File: config.mk
export PLATFORM = sky130hd
export DESIGN_NAME = fram_cmd
export DESIGN_NICKNAME = d
export VERILOG_FILES = /design/src/fram_cmd_pkg.sv /design/src/wr_buf_if.sv /design/src/wr_buf.sv /design/src/fram_cmd.sv
export VERILOG_INCLUDE_DIRS = /design/src
export SDC_FILE = /design/constraint.sdc
export NUM_CORES = 1
export LEC_CHECK = 0
export BUFFER_PORTS_ARGS = -buffer_cell sky130_fd_sc_hd__buf_2
export CAP_MARGIN = 15
export CORE_UTILIZATION = 63
export CTS_BUF_LIST = sky130_fd_sc_hd__clkbuf_16
export CTS_CLUSTER_DIAMETER = 80
export CTS_CLUSTER_SIZE = 30
export DETAILED_ROUTE_END_ITERATION = 8
export GPL_ROUTABILITY_DRIVEN = 0
export PLACE_DENSITY = 0.86
export SETUP_SLACK_MARGIN = 0.4
export SLEW_MARGIN = 20
export SYNTH_ARGS = -nofsm -noshare
export SYNTH_HDL_FRONTEND = slang
export SYNTH_SLANG_ARGS = --single-unit
export TNS_END_PERCENT = 10
File: constraint.sdc
create_clock -name clk -period 5 [get_ports clk]
set_input_delay 1 -clock clk [delete_from_list [all_inputs] [get_ports clk]]
set_output_delay 1 -clock clk [all_outputs]
set_load 0.02 [all_outputs]
File: src/fram_cmd_regs.svh
// named constants for the serial memory command front end
`ifndef FRAM_CMD_REGS_SVH
`define FRAM_CMD_REGS_SVH

// opcodes
`define OP_REG_READ          8'h65
`define OP_WRITE             8'h02
`define OP_DDR_QUAD_WRITE    8'hDE
`define OP_FAST_WRITE        8'hDA
`define OP_DDR_FAST_WRITE    8'hDD
`define OP_DUAL_DATA_WRITE   8'hA2
`define OP_DUAL_IO_WRITE     8'hA1
`define OP_QUAD_DATA_WRITE   8'h32
`define OP_QUAD_IO_WRITE     8'hD2
`define OP_DDR_QUAD_IO_WRITE 8'hD1

// continuation mode byte patterns
`define XIP_MASK             8'hF0
`define XIP_SDR_CODE         8'hA0
`define XIP_DDR_CODE         8'hA5

// address layout
`define ARRAY_ADDR_W         21
`define ADDR_LAST_BYTE       2'h2
`define REG_VOL_PAGE         8'h07

// bits per byte and lane widths
`define BYTE_BITS            4'h8
`define LANES_1              3'h1
`define LANES_2              3'h2
`define LANES_4              3'h4

// register latency code positions in the latency config register
`define RLC_LO_BIT           0
`define RLC_HI_BIT           1
`define DUMMY_CODE0          4'h0
`define DUMMY_CODE1          4'h1
`define DUMMY_CODE2          4'h2
`define DUMMY_CODE3          4'h3

`endif

File: src/fram_cmd_pkg.sv
// types shared by the serial memory command front end
package fram_cmd_pkg;
  // command phase, one-hot
  typedef enum logic [6:0] {
    ST_OPC    = 7'h01,
    ST_ADDR   = 7'h02,
    ST_MODE   = 7'h04,
    ST_DUMMY  = 7'h08,
    ST_WDATA  = 7'h10,
    ST_RDOUT  = 7'h20,
    ST_IGNORE = 7'h40
  } state_t;

  typedef logic [2:0] lanes_t;   // active data lines: 1, 2 or 4
endpackage

File: src/wr_buf_if.sv
// write request channel between the command decoder and the write buffer
`timescale 1ns/1ns
interface wr_buf_if;
  logic        valid;   // write request present
  logic        ready;   // buffer can take it
  logic [20:0] addr;    // array byte address
  logic [7:0]  data;    // byte to store

  modport src (output valid, output addr, output data, input ready);
  modport snk (input valid, input addr, input data, output ready);
endinterface

File: src/wr_buf.sv
// two-entry write buffer with registered outputs
`timescale 1ns/1ns
module wr_buf (
  input  wire logic  clk,       // system clock
  input  wire logic  reset,     // synchronous reset, active high
  wr_buf_if.snk      in_ch,     // requests from the decoder
  output logic       out_valid, // request toward the array
  input  wire logic  out_ready, // array takes the request
  output logic [20:0] out_addr, // array address
  output logic [7:0] out_data   // array data
);
  logic [1:0]  cnt_r;     // entries held
  logic [20:0] spare_addr_r;  // second entry address
  logic [7:0]  spare_data_r;  // second entry data
  logic        push;      // entry accepted
  logic        pop;       // entry drained

  assign push = in_ch.valid & in_ch.ready;
  assign pop  = out_valid & out_ready;

  // ready is a flop so the decoder sees a clean level
  always_ff @(posedge clk) begin
    if (reset) begin
      cnt_r         <= 2'h0;
      out_valid     <= 1'b0;
      out_addr      <= 21'h000000;
      out_data      <= 8'h00;
      spare_addr_r  <= 21'h000000;
      spare_data_r  <= 8'h00;
      in_ch.ready   <= 1'b1;
    end else begin
      case (cnt_r)
        2'h0: begin
          if (push) begin
            out_valid <= 1'b1;
            out_addr  <= in_ch.addr;
            out_data  <= in_ch.data;
            cnt_r     <= 2'h1;
          end
        end
        2'h1: begin
          if (push && pop) begin
            out_addr <= in_ch.addr;
            out_data <= in_ch.data;
          end else if (pop) begin
            out_valid <= 1'b0;
            cnt_r     <= 2'h0;
          end else if (push) begin
            spare_addr_r <= in_ch.addr;
            spare_data_r <= in_ch.data;
            cnt_r        <= 2'h2;
            in_ch.ready  <= 1'b0;
          end
        end
        2'h2: begin
          // full: no push possible, drain the spare forward
          if (pop) begin
            out_addr    <= spare_addr_r;
            out_data    <= spare_data_r;
            cnt_r       <= 2'h1;
            in_ch.ready <= 1'b1;
          end
        end
        default: begin
          cnt_r <= 2'h0;
        end
      endcase
    end
  end
endmodule

File: src/fram_cmd.sv
// command front end: register read and memory write decoding over serial lines
`timescale 1ns/1ns
`include "fram_cmd_regs.svh"

// How it works
// register read: opcode, 3 address bytes, dummies, byte
// host raises select after the register byte
// bytes after the first register byte are undefined
// register read returns the volatile copy
// dummy count follows latency code bits
// writes run at bus speed, unlimited burst; here a byte refused by the full write buffer is dropped
// host sends opcode, address, optional mode byte
// decode 21-bit address, ignore top three bits
// data follows address or mode without gap
// protected block: keep counting, discard data
// burst starting protected behaves the same
// partial byte at interruption is dropped
// decode 02, DE, DA, DD writes
// decode A2 dual data, A1 dual io
// decode 32 quad data, D2, D1 quad io
// writes in single, extended, dual, quad, SDR/DDR
// plain write width follows bus mode
// select held: address increments per byte
// address wraps from top to zero
// write only with write-enable latch set
// completed write leaves latch set
// latch clear: consume cycles, change nothing
// select high ends burst, drops address
module fram_cmd
  import fram_cmd_pkg::*;
(
  input  wire logic        clk,                // system clock, 25 MHz
  input  wire logic        reset,              // synchronous reset, active high
  input  wire logic        cs_n,               // chip select pin, active low
  input  wire logic        sck,                // serial clock pin
  input  wire logic [3:0]  io_in,              // data lines in, io0 is the serial input
  output logic      [3:0]  io_out,             // data lines out, io1 is the serial output
  output logic      [3:0]  io_oe,              // high while a line is driven
  input  wire logic        dual_wide_mode,     // all phases on two lines unless quad_wide_mode is also set
  input  wire logic        quad_wide_mode,     // all phases on four lines
  input  wire logic        write_enable_latch, // array writes allowed
  input  wire logic [7:0]  latency_config_reg, // holds register latency code
  input  wire logic        protect_en,         // block protection active
  input  wire logic [20:0] protect_lo,         // first protected address
  input  wire logic [20:0] protect_hi,         // last protected address
  output logic      [23:0] reg_rd_addr,        // volatile register address
  input  wire logic [7:0]  reg_rd_data,        // register content for reg_rd_addr
  output logic             mem_wr_valid,       // array write request
  input  wire logic        mem_wr_ready,       // array accepts request
  output logic      [20:0] mem_wr_addr,        // array write address
  output logic      [7:0]  mem_wr_data,        // array write data
  output logic             write_dropped,      // pulse: byte lost to full buffer
  output logic             xip_active,         // next frame skips the opcode
  output logic             busy                // select seen active
);

  // lanes in use for a phase; a wide bus mode overrides per-command widths
  function automatic lanes_t lanes_for(input logic [7:0] op, input logic data_ph,
                                       input lanes_t bus_w);
    lanes_t w;
    w = `LANES_1;
    if (bus_w != `LANES_1) begin
      w = bus_w;
    end else begin
      case (op)
        `OP_DUAL_DATA_WRITE:   w = data_ph ? `LANES_2 : `LANES_1;
        `OP_DUAL_IO_WRITE:     w = `LANES_2;
        `OP_QUAD_DATA_WRITE:   w = data_ph ? `LANES_4 : `LANES_1;
        `OP_QUAD_IO_WRITE:     w = `LANES_4;
        `OP_DDR_QUAD_IO_WRITE: w = `LANES_4;
        default:               w = `LANES_1;
      endcase
    end
    return w;
  endfunction
  // shift the sampled lanes in, most significant bit first
  function automatic logic [7:0] shift_in(input logic [7:0] sh, input logic [3:0] io,
                                          input lanes_t w);
    logic [7:0] r;
    case (w)
      `LANES_4: r = {sh[3:0], io};
      `LANES_2: r = {sh[5:0], io[1:0]};
      default:  r = {sh[6:0], io[0]};
    endcase
    return r;
  endfunction
  // memory write opcodes
  function automatic logic is_write(input logic [7:0] op);
    return (op == `OP_WRITE) || (op == `OP_DDR_QUAD_WRITE) ||
           (op == `OP_FAST_WRITE) || (op == `OP_DDR_FAST_WRITE) ||
           (op == `OP_DUAL_DATA_WRITE) || (op == `OP_DUAL_IO_WRITE) ||
           (op == `OP_QUAD_DATA_WRITE) || (op == `OP_QUAD_IO_WRITE) ||
           (op == `OP_DDR_QUAD_IO_WRITE);
  endfunction
  // opcodes that move address and data on both clock edges
  function automatic logic is_ddr(input logic [7:0] op);
    return (op == `OP_DDR_QUAD_WRITE) || (op == `OP_DDR_FAST_WRITE) ||
           (op == `OP_DDR_QUAD_IO_WRITE);
  endfunction
  // opcodes that carry a mode byte; the plain and DDR quad writes do not
  function automatic logic has_mode(input logic [7:0] op);
    return is_write(op) && (op != `OP_WRITE) && (op != `OP_DDR_QUAD_WRITE);
  endfunction
  // address inside the protected window
  function automatic logic is_protected(input logic [20:0] a);
    return protect_en && (a >= protect_lo) && (a <= protect_hi);
  endfunction
  // pin synchronisers: two flops before any logic looks at a pin
  logic       cs_n_s1_r, cs_n_s2_r;    // select sync stages
  logic       sck_s1_r, sck_s2_r;      // clock sync stages
  logic       sck_d_r;                 // previous synced clock, for edges
  logic [3:0] io_s1_r, io_s2_r;        // data sync stages

  // sck and io share latency, so data sampled on an edge is aligned
  always_ff @(posedge clk) begin
    if (reset) begin
      cs_n_s1_r <= 1'b1;
      cs_n_s2_r <= 1'b1;
      sck_s1_r  <= 1'b0;
      sck_s2_r  <= 1'b0;
      sck_d_r   <= 1'b0;
      io_s1_r   <= 4'h0;
      io_s2_r   <= 4'h0;
    end else begin
      cs_n_s1_r <= cs_n;
      cs_n_s2_r <= cs_n_s1_r;
      sck_s1_r  <= sck;
      sck_s2_r  <= sck_s1_r;
      sck_d_r   <= sck_s2_r;
      io_s1_r   <= io_in;
      io_s2_r   <= io_s1_r;
    end
  end
  // frame state
  state_t      state_r;       // command phase
  logic [7:0]  op_r;          // current opcode
  lanes_t      w_r;           // lanes for the current phase
  logic        ddr_r;         // sample on both edges
  logic [7:0]  sh_r;          // input shifter
  logic [3:0]  cnt_r;         // bits held in the shifter
  logic [1:0]  abyte_r;       // address bytes received
  logic [23:0] addr_r;        // assembled address
  logic [20:0] wr_addr_r;     // burst write address
  logic [3:0]  dcnt_r;        // dummy cycles counted
  logic        xip_r;         // continuation armed
  logic [7:0]  xip_op_r;      // opcode replayed in continuation
  logic [7:0]  out_sh_r;      // output shifter
  logic        first_out_r;   // next fall loads the register byte
  logic        cs_act;        // select active
  logic        sck_rise;      // rising edge seen
  logic        sck_fall;      // falling edge seen
  logic        in_phase;      // a phase that shifts input
  logic        samp;          // take a sample now
  logic [7:0]  sh_nxt;        // shifter after this sample
  logic [3:0]  cnt_sum;       // bit count after this sample
  logic        byte_done;     // a whole byte just arrived
  lanes_t      bus_w;         // lanes set by the bus mode
  logic [3:0]  dummy_n;       // dummy cycles for register read
  logic [7:0]  rd_src;        // byte feeding the output shifter
  wr_buf_if    wch ();        // decoder to buffer channel
  assign cs_act   = ~cs_n_s2_r;
  assign sck_rise = sck_s2_r & ~sck_d_r;
  assign sck_fall = ~sck_s2_r & sck_d_r;
  assign bus_w    = quad_wide_mode ? `LANES_4 : (dual_wide_mode ? `LANES_2 : `LANES_1);
  assign in_phase = (state_r == ST_OPC) || (state_r == ST_ADDR) ||
                    (state_r == ST_MODE) || (state_r == ST_WDATA);
  // DDR phases also take the falling edge; the opcode is always on rising
  assign samp     = cs_act && in_phase &&
                    (sck_rise || (ddr_r && sck_fall && state_r != ST_OPC));
  assign sh_nxt   = shift_in(sh_r, io_s2_r, w_r);
  assign cnt_sum  = cnt_r + {1'b0, w_r};
  assign byte_done = samp && (cnt_sum == `BYTE_BITS);
  assign rd_src   = first_out_r ? reg_rd_data : out_sh_r;
  // dummy count picked from the two latency code bits
  always_comb begin
    case ({latency_config_reg[`RLC_HI_BIT], latency_config_reg[`RLC_LO_BIT]})
      2'h0:    dummy_n = `DUMMY_CODE0;
      2'h1:    dummy_n = `DUMMY_CODE1;
      2'h2:    dummy_n = `DUMMY_CODE2;
      default: dummy_n = `DUMMY_CODE3;
    endcase
  end
  // input shifter and bit count; a partial byte dies with the frame
  always_ff @(posedge clk) begin
    if (reset || !cs_act) begin
      sh_r  <= 8'h00;
      cnt_r <= 4'h0;
    end else if (byte_done) begin
      sh_r  <= sh_nxt;
      cnt_r <= 4'h0;
    end else if (samp) begin
      sh_r  <= sh_nxt;
      cnt_r <= cnt_sum;
    end
  end
  // phase sequencing; select high restarts, replaying the opcode when armed
  always_ff @(posedge clk) begin
    if (reset) begin
      state_r <= ST_OPC;
      w_r     <= `LANES_1;
      ddr_r   <= 1'b0;
      abyte_r <= 2'h0;
      dcnt_r  <= 4'h0;
    end else if (!cs_act) begin
      state_r <= xip_r ? ST_ADDR : ST_OPC;
      w_r     <= xip_r ? lanes_for(xip_op_r, 1'b0, bus_w) : bus_w;
      ddr_r   <= xip_r && is_ddr(xip_op_r);
      abyte_r <= 2'h0;
      dcnt_r  <= 4'h0;
    end else begin
      case (state_r)
        ST_OPC: begin
          if (byte_done) begin
            ddr_r <= is_ddr(sh_nxt);
            w_r   <= lanes_for(sh_nxt, 1'b0, bus_w);
            // unknown opcodes are swallowed until select rises
            state_r <= (is_write(sh_nxt) || sh_nxt == `OP_REG_READ) ? ST_ADDR
                                                                     : ST_IGNORE;
          end
        end
        ST_ADDR: begin
          if (byte_done) begin
            abyte_r <= abyte_r + 2'h1;
            if (abyte_r == `ADDR_LAST_BYTE) begin
              if (op_r == `OP_REG_READ) begin
                state_r <= (dummy_n == 4'h0) ? ST_RDOUT : ST_DUMMY;
              end else if (has_mode(op_r)) begin
                state_r <= ST_MODE;
              end else begin
                state_r <= ST_WDATA;
                w_r     <= lanes_for(op_r, 1'b1, bus_w);
              end
            end
          end
        end
        ST_MODE: begin
          if (byte_done) begin
            state_r <= ST_WDATA;
            w_r     <= lanes_for(op_r, 1'b1, bus_w);
          end
        end
        ST_DUMMY: begin
          if (sck_rise) begin
            dcnt_r <= dcnt_r + 4'h1;
            if (dcnt_r + 4'h1 == dummy_n) begin
              state_r <= ST_RDOUT;
            end
          end
        end
        ST_WDATA:  state_r <= ST_WDATA;   // runs until select rises
        ST_RDOUT:  state_r <= ST_RDOUT;
        ST_IGNORE: state_r <= ST_IGNORE;
        default:   state_r <= ST_OPC;
      endcase
    end
  end
  // opcode capture and continuation arming from the mode byte
  always_ff @(posedge clk) begin
    if (reset) begin
      op_r     <= 8'h00;
      xip_r    <= 1'b0;
      xip_op_r <= 8'h00;
    end else if (!cs_act) begin
      op_r <= xip_op_r;   // only used when the frame skips the opcode
    end else if (byte_done && state_r == ST_OPC) begin
      op_r <= sh_nxt;
    end else if (byte_done && state_r == ST_MODE) begin
      // DDR fast write needs the full pattern, the others the high nibble
      xip_op_r <= op_r;
      if (op_r == `OP_DDR_FAST_WRITE) begin
        xip_r <= (sh_nxt == `XIP_DDR_CODE);
      end else begin
        xip_r <= ((sh_nxt & `XIP_MASK) == `XIP_SDR_CODE);
      end
    end
  end
  // address assembly and the burst counter; the burst counter holds with the latch clear
  always_ff @(posedge clk) begin
    if (reset) begin
      addr_r      <= 24'h000000;
      wr_addr_r   <= 21'h000000;
      reg_rd_addr <= 24'h000000;
    end else if (!cs_act) begin
      wr_addr_r <= 21'h000000;
    end else if (byte_done && state_r == ST_ADDR) begin
      addr_r <= {addr_r[15:0], sh_nxt};
      if (abyte_r == `ADDR_LAST_BYTE) begin
        // top three bits are don't care
        wr_addr_r   <= {addr_r[12:0], sh_nxt};
        // the non-volatile twin reads back through the volatile copy
        reg_rd_addr <= {`REG_VOL_PAGE, addr_r[7:0], sh_nxt};
      end
    end else if (byte_done && state_r == ST_WDATA && write_enable_latch) begin
      // wraps from the top address to zero by width
      wr_addr_r <= wr_addr_r + 21'h000001;
    end
  end
  // write commit: only whole bytes, latch set, outside protection
  always_ff @(posedge clk) begin
    if (reset) begin
      wch.valid <= 1'b0;
      wch.addr  <= 21'h000000;
      wch.data  <= 8'h00;
    end else begin
      // the latch is only read, never cleared here
      wch.valid <= byte_done && state_r == ST_WDATA && write_enable_latch &&
                   !is_protected(wr_addr_r);
      wch.addr  <= wr_addr_r;
      wch.data  <= sh_nxt;
    end
  end
  // the stream cannot be held off, so a refused byte is reported instead
  always_ff @(posedge clk) begin
    if (reset) begin
      write_dropped <= 1'b0;
    end else begin
      write_dropped <= wch.valid && !wch.ready;
    end
  end
  // register byte out on falling edges; later bytes shift zeros, undefined
  always_ff @(posedge clk) begin
    if (reset || !cs_act) begin
      io_out      <= 4'h0;
      io_oe       <= 4'h0;
      out_sh_r    <= 8'h00;
      first_out_r <= 1'b1;
    end else if (state_r == ST_RDOUT && sck_fall) begin
      first_out_r <= 1'b0;
      case (w_r)
        `LANES_4: begin
          io_out   <= rd_src[7:4];
          io_oe    <= 4'hF;
          out_sh_r <= {rd_src[3:0], 4'h0};
        end
        `LANES_2: begin
          io_out   <= {2'h0, rd_src[7:6]};
          io_oe    <= 4'h3;
          out_sh_r <= {rd_src[5:0], 2'h0};
        end
        default: begin
          io_out   <= {2'h0, rd_src[7], 1'b0};
          io_oe    <= 4'h2;
          out_sh_r <= {rd_src[6:0], 1'b0};
        end
      endcase
    end
  end
  // status outputs
  always_ff @(posedge clk) begin
    if (reset) begin
      busy       <= 1'b0;
      xip_active <= 1'b0;
    end else begin
      busy       <= cs_act;
      xip_active <= xip_r;
    end
  end
  // two-entry buffer between the decoder and the array port
  wr_buf u_buf (
    .clk       (clk),
    .reset     (reset),
    .in_ch     (wch),
    .out_valid (mem_wr_valid),
    .out_ready (mem_wr_ready),
    .out_addr  (mem_wr_addr),
    .out_data  (mem_wr_data)
  );
endmodule

==> parameters.txt <==
Parameter                              Value

Setup path
  Worst Setup EP ... reg_rd_addr[2]$_SDFFE_PP0P_
  Critical path endpoint category ... flip-flop
  Crit path max-delay family ... simple AND/OR/NAND/NOR gates
  Type of the setup path with the least slack ... reg2reg
  Maximum net fanout on the critical path ... 23
  Arr. time, crit path ... 4.01 ns
  Endpoint of the worst register-to-register path ... reg_rd_addr[2]$_SDFFE_PP0P_
  Largest stage delay on the critical path ... 0.87 ns
  Data required time of the critical path ... 5.38 ns
  Cell with the largest stage delay on the worst path ... or4_1
  Critical R2R Launch ... state_r[1]$_SDFFE_PP0P_
  R2R Setup Slk ... 1.37 ns
  Buf+Inv Stages, Crit Path ... 1
  Type of element launching the critical path ... flip-flop
  Length in cells of the worst reg-to-reg path ... 8
  Worst path cell trace ... nor4b_4 > a221oi_1 > or4_1 > or3_1 > buf_4 > nor2_8 > nor3b_1 > a21o_1
  First element of the critical path ... state_r[1]$_SDFFE_PP0P_
  Logic depth of the worst path, buffers included ... 8

Yosys
  Distinct cell type count of the synthesized netlist ... 73
  Number of warning messages in the yosys log ... 0
  Dominant register cell in the synthesized netlist ... dfxtp_1
  Yosys reg bits ... 219
  Share of flip-flops with an asynchronous set or reset after synthesis ... 0
  Average cell area after synthesis ... 8.36 µm²
  Synthesized instance count ... 1,290
  Number of flops mapped to enable cells by yosys ... 0
  Cell area after synthesis ... 10,800 µm²
  Sequential share of the synthesized area ... 0.406

Global route
  Vias in the first global route ... 8,578
  Met3 global-route usage ... 0.0307
  Overall track demand over capacity in global routing ... 0.284
  Global-route track usage on met1 ... 0.364
  Most Crowded Layer GR ... met2
  Global-route wire length before repair ... 41,500 µm
  Global routing met2 resource utilization ... 0.499
  Total gr overflow ... 0
  Antenna violations before repair ... 0
  Pin count of the biggest net entering global routing ... 89

Clock tree
  Buffer depth of the longest clock path ... 3
  TritonCTS clock tree ... done
  Resize count post-CTS ... 0
  Clock latency of the later-clocked register in the worst-skew pair ... 0.48 ns
  CTS sink cnt ... 219
  Post-CTS Hold Fix Bufs ... 0
  Post-CTS setup-driven buffer insertion count ... 0
  Clock Pin Slew Worst Setup and Hold Paths ... 0.10 ns
  Number of H-tree levels ... 1
  Num CTS Buffers ... 12
  Root Buffer ... clkbuf_16

Pwr
  Design Power ... 3080 µW
  Maximum resistive drop on vdd ... 0.241 mV
  Pwr/cell area ... 261 nW/µm²
  P_leak ... 0.00500 µW

Finish
  Commonest cells after routing, fill and taps aside ... dfxtp_1 (219), nand2_1 (154), nor2_1 (129)
  Fill cells ... 1,344
  Non-Filler Cell Area, Final ... 11,800 µm²
  Final net count ... 1,479
  Final non-filler cell total ... 1,582
  Most common cell after layout, fill and taps aside ... dfxtp_1
  P&R area growth vs syn ... 9.48%
  Share of cells above drive strength 1 ... 0.134
  Number of antenna repair diodes ... 0

STA
  Count of final hold-check violations ... 0
  Final-report max-slew violation count ... 0
  Final number of setup-violating endpoints ... 0
  Max-slew headroom ... 0.330
  Max Clock Skew ... 0.0201 ns
  Worst hold slack ... 0.415 ns
  Unrepaired setup endpoints after global routing ... no
  Summed negative setup slack over all endpoints ... 0 ns
  Achievable Freq ... 276 MHz
  Final Cycle Share ... 0.726
  Post-route minimum period ... 3.63 ns
  Worst Tran Pin Value ... 1.00 ns

Floorplanning
  Height of the die ... 133 µm
  Core area ... 16,600 µm²
  Horizontal die dimension ... 133 µm
  Total number of placement rows ... 47
  Floorplan die area ... 17,600 µm²
  I/O pin cnt ... 136
  Effective utilization at floorplan ... 0.648

Route
  Vias ... 9,373
  Detailed router's first-iteration violation count ... 602
  WL/cell ... 15.8 µm
  Per-cell via count in the routed design ... 5.92
  Drt first pass iters ... 5
  Wire length after detailed routing ... 24,900 µm
  Count of unresolved DRC violations after routing ... 0
  Post-route antenna net violation count ... 0

Place
  HPWL Detailed ... 17,700 µm
  I/O Buffers ... 124
  Standard cell area after detailed placement ... 11,400 µm²
  Count of placed standard cells including taps ... 1,565

Job
  Max-cap violation count ... 0

Outcome
  Run status ... completed

Min path
  Type of the worst min-delay path ... reg2reg
## registers in the layout, indices dropped and copies added, names as in the netlist, 8 cells and up
name,cells
u_buf.out_data,8
addr_r,13
wch.data,8
xip_op_r,8
wch.addr,21
reg_rd_addr,17
u_buf.spare_addr_r,21
u_buf.spare_data_r,8
wr_addr_r,21
u_buf.out_addr,21
op_r,8
## per-stage QoR
stage,util,setup slack [ns]
6_report,0.710,1.37
5_1_grt,0.710,1.18
4_1_cts,0.709,1.40
3_5_place_dp,0.685,1.40
3_3_place_gp,0.685,1.51
2_1_floorplan,-,2.38
## metal layers
layer | vias to the layer above | share of wire
met2 | 310 | 0.49
met1 | 4365 | 0.42
met4 | 0 | 0.027
li1 | 4645 | -
met3 | 53 | 0.057
met5 | - | 0
## area by class of cell
type / instances / area, µm² / area share
Clock buffer: 13 / 325 / 0.0275
Clock inverter: 4 / 71.3 / 0.00604
Inverter: 61 / 229 / 0.0194
Multi-Input combinational cell: 930 / 5820 / 0.493
Sequential cell: 219 / 4380 / 0.371
Tap cell: 220 / 275 / 0.0233
Timing Repair Buffer: 135 / 706 / 0.0598
## logic make-up (layout without fill, tap and decap cells)
group | Yosys count | in the layout | share of synthesized area
xor+xnor | 17 | 17 | 0.0138
other cells | 1 | 5 | 0.000348
mux | 58 | 58 | 0.0546
buf+inv | 145 | 213 | 0.0575
flops | 219 | 219 | 0.406
simple gates | 501 | 501 | 0.233
compound gates | 300 | 300 | 0.177
fa+ha+maj | 49 | 49 | 0.0575
## worst register-to-register path: cells and delay by family, from the launching register on
family / cells / cell delay [ns]
buffers and inverters: 1 / 0.34
flip-flops: 1 / 0.44
AO/OA/AOI/OAI: 2 / 0.32
AND/OR/NAND/NOR: 5 / 2.44
## cell usage after synthesis (5+ instances only)
cell | n | area, µm²
nand2_1 | 154 | 578
or2_2 | 6 | 37.5
a211oi_1 | 41 | 308
nand2b_1 | 15 | 93.8
mux2i_1 | 54 | 541
nor4_1 | 11 | 68.8
a21oi_1 | 103 | 515
xor2_1 | 9 | 78.8
nand3_1 | 22 | 110
o21ai_1 | 19 | 95.1
nor3_1 | 26 | 130
dfxtp_1 | 219 | 4380
o22ai_1 | 7 | 43.8
a21o_1 | 26 | 195
a211oi_2 | 5 | 62.6
xnor2_1 | 8 | 70.1
inv_1 | 61 | 229
nand4b_1 | 9 | 78.8
buf_1 | 5 | 18.8
nor3b_1 | 17 | 128
nand4_1 | 13 | 81.3
or3_1 | 8 | 50.1
and2_1 | 8 | 50.1
nor2_1 | 130 | 488
o22a_1 | 12 | 105
and3_1 | 6 | 37.5
buf_2 | 13 | 65.1
nor2b_1 | 42 | 263
buf_4 | 8 | 60.1
clkbuf_1 | 54 | 203
ha_1 | 48 | 601
nand3b_1 | 14 | 105
and4_1 | 9 | 78.8
o21ai_0 | 41 | 205
## how the worst min path moves through the flow
| stage | from | end | slack (ns) | depth (start not counted) |
|---|---|---|---|---|
| after floorplan | cs_n_s1_r$_SDFF_PP1_ | cs_n_s2_r$_SDFF_PP1_ | 0.39 | 1 |
| after global placement | cs_n_s1_r$_SDFF_PP1_ | cs_n_s2_r$_SDFF_PP1_ | 0.39 | 1 |
| after detailed placement | cs_n_s1_r$_SDFF_PP1_ | cs_n_s2_r$_SDFF_PP1_ | 0.39 | 1 |
| after CTS | cs_n_s1_r$_SDFF_PP1_ | cs_n_s2_r$_SDFF_PP1_ | 0.42 | 1 |
| after global routing | cs_n_s1_r$_SDFF_PP1_ | cs_n_s2_r$_SDFF_PP1_ | 0.42 | 1 |
| final | cs_n_s1_r$_SDFF_PP1_ | cs_n_s2_r$_SDFF_PP1_ | 0.41 | 1 |
## report_power, final
part           leakage (µW)  internal [µW]  switching (µW)
clock              0.000193            543             596
sequential          0.00177           1750            8.33
combinational       0.00303           65.5             111
Power figures use the tool's default switching activity.
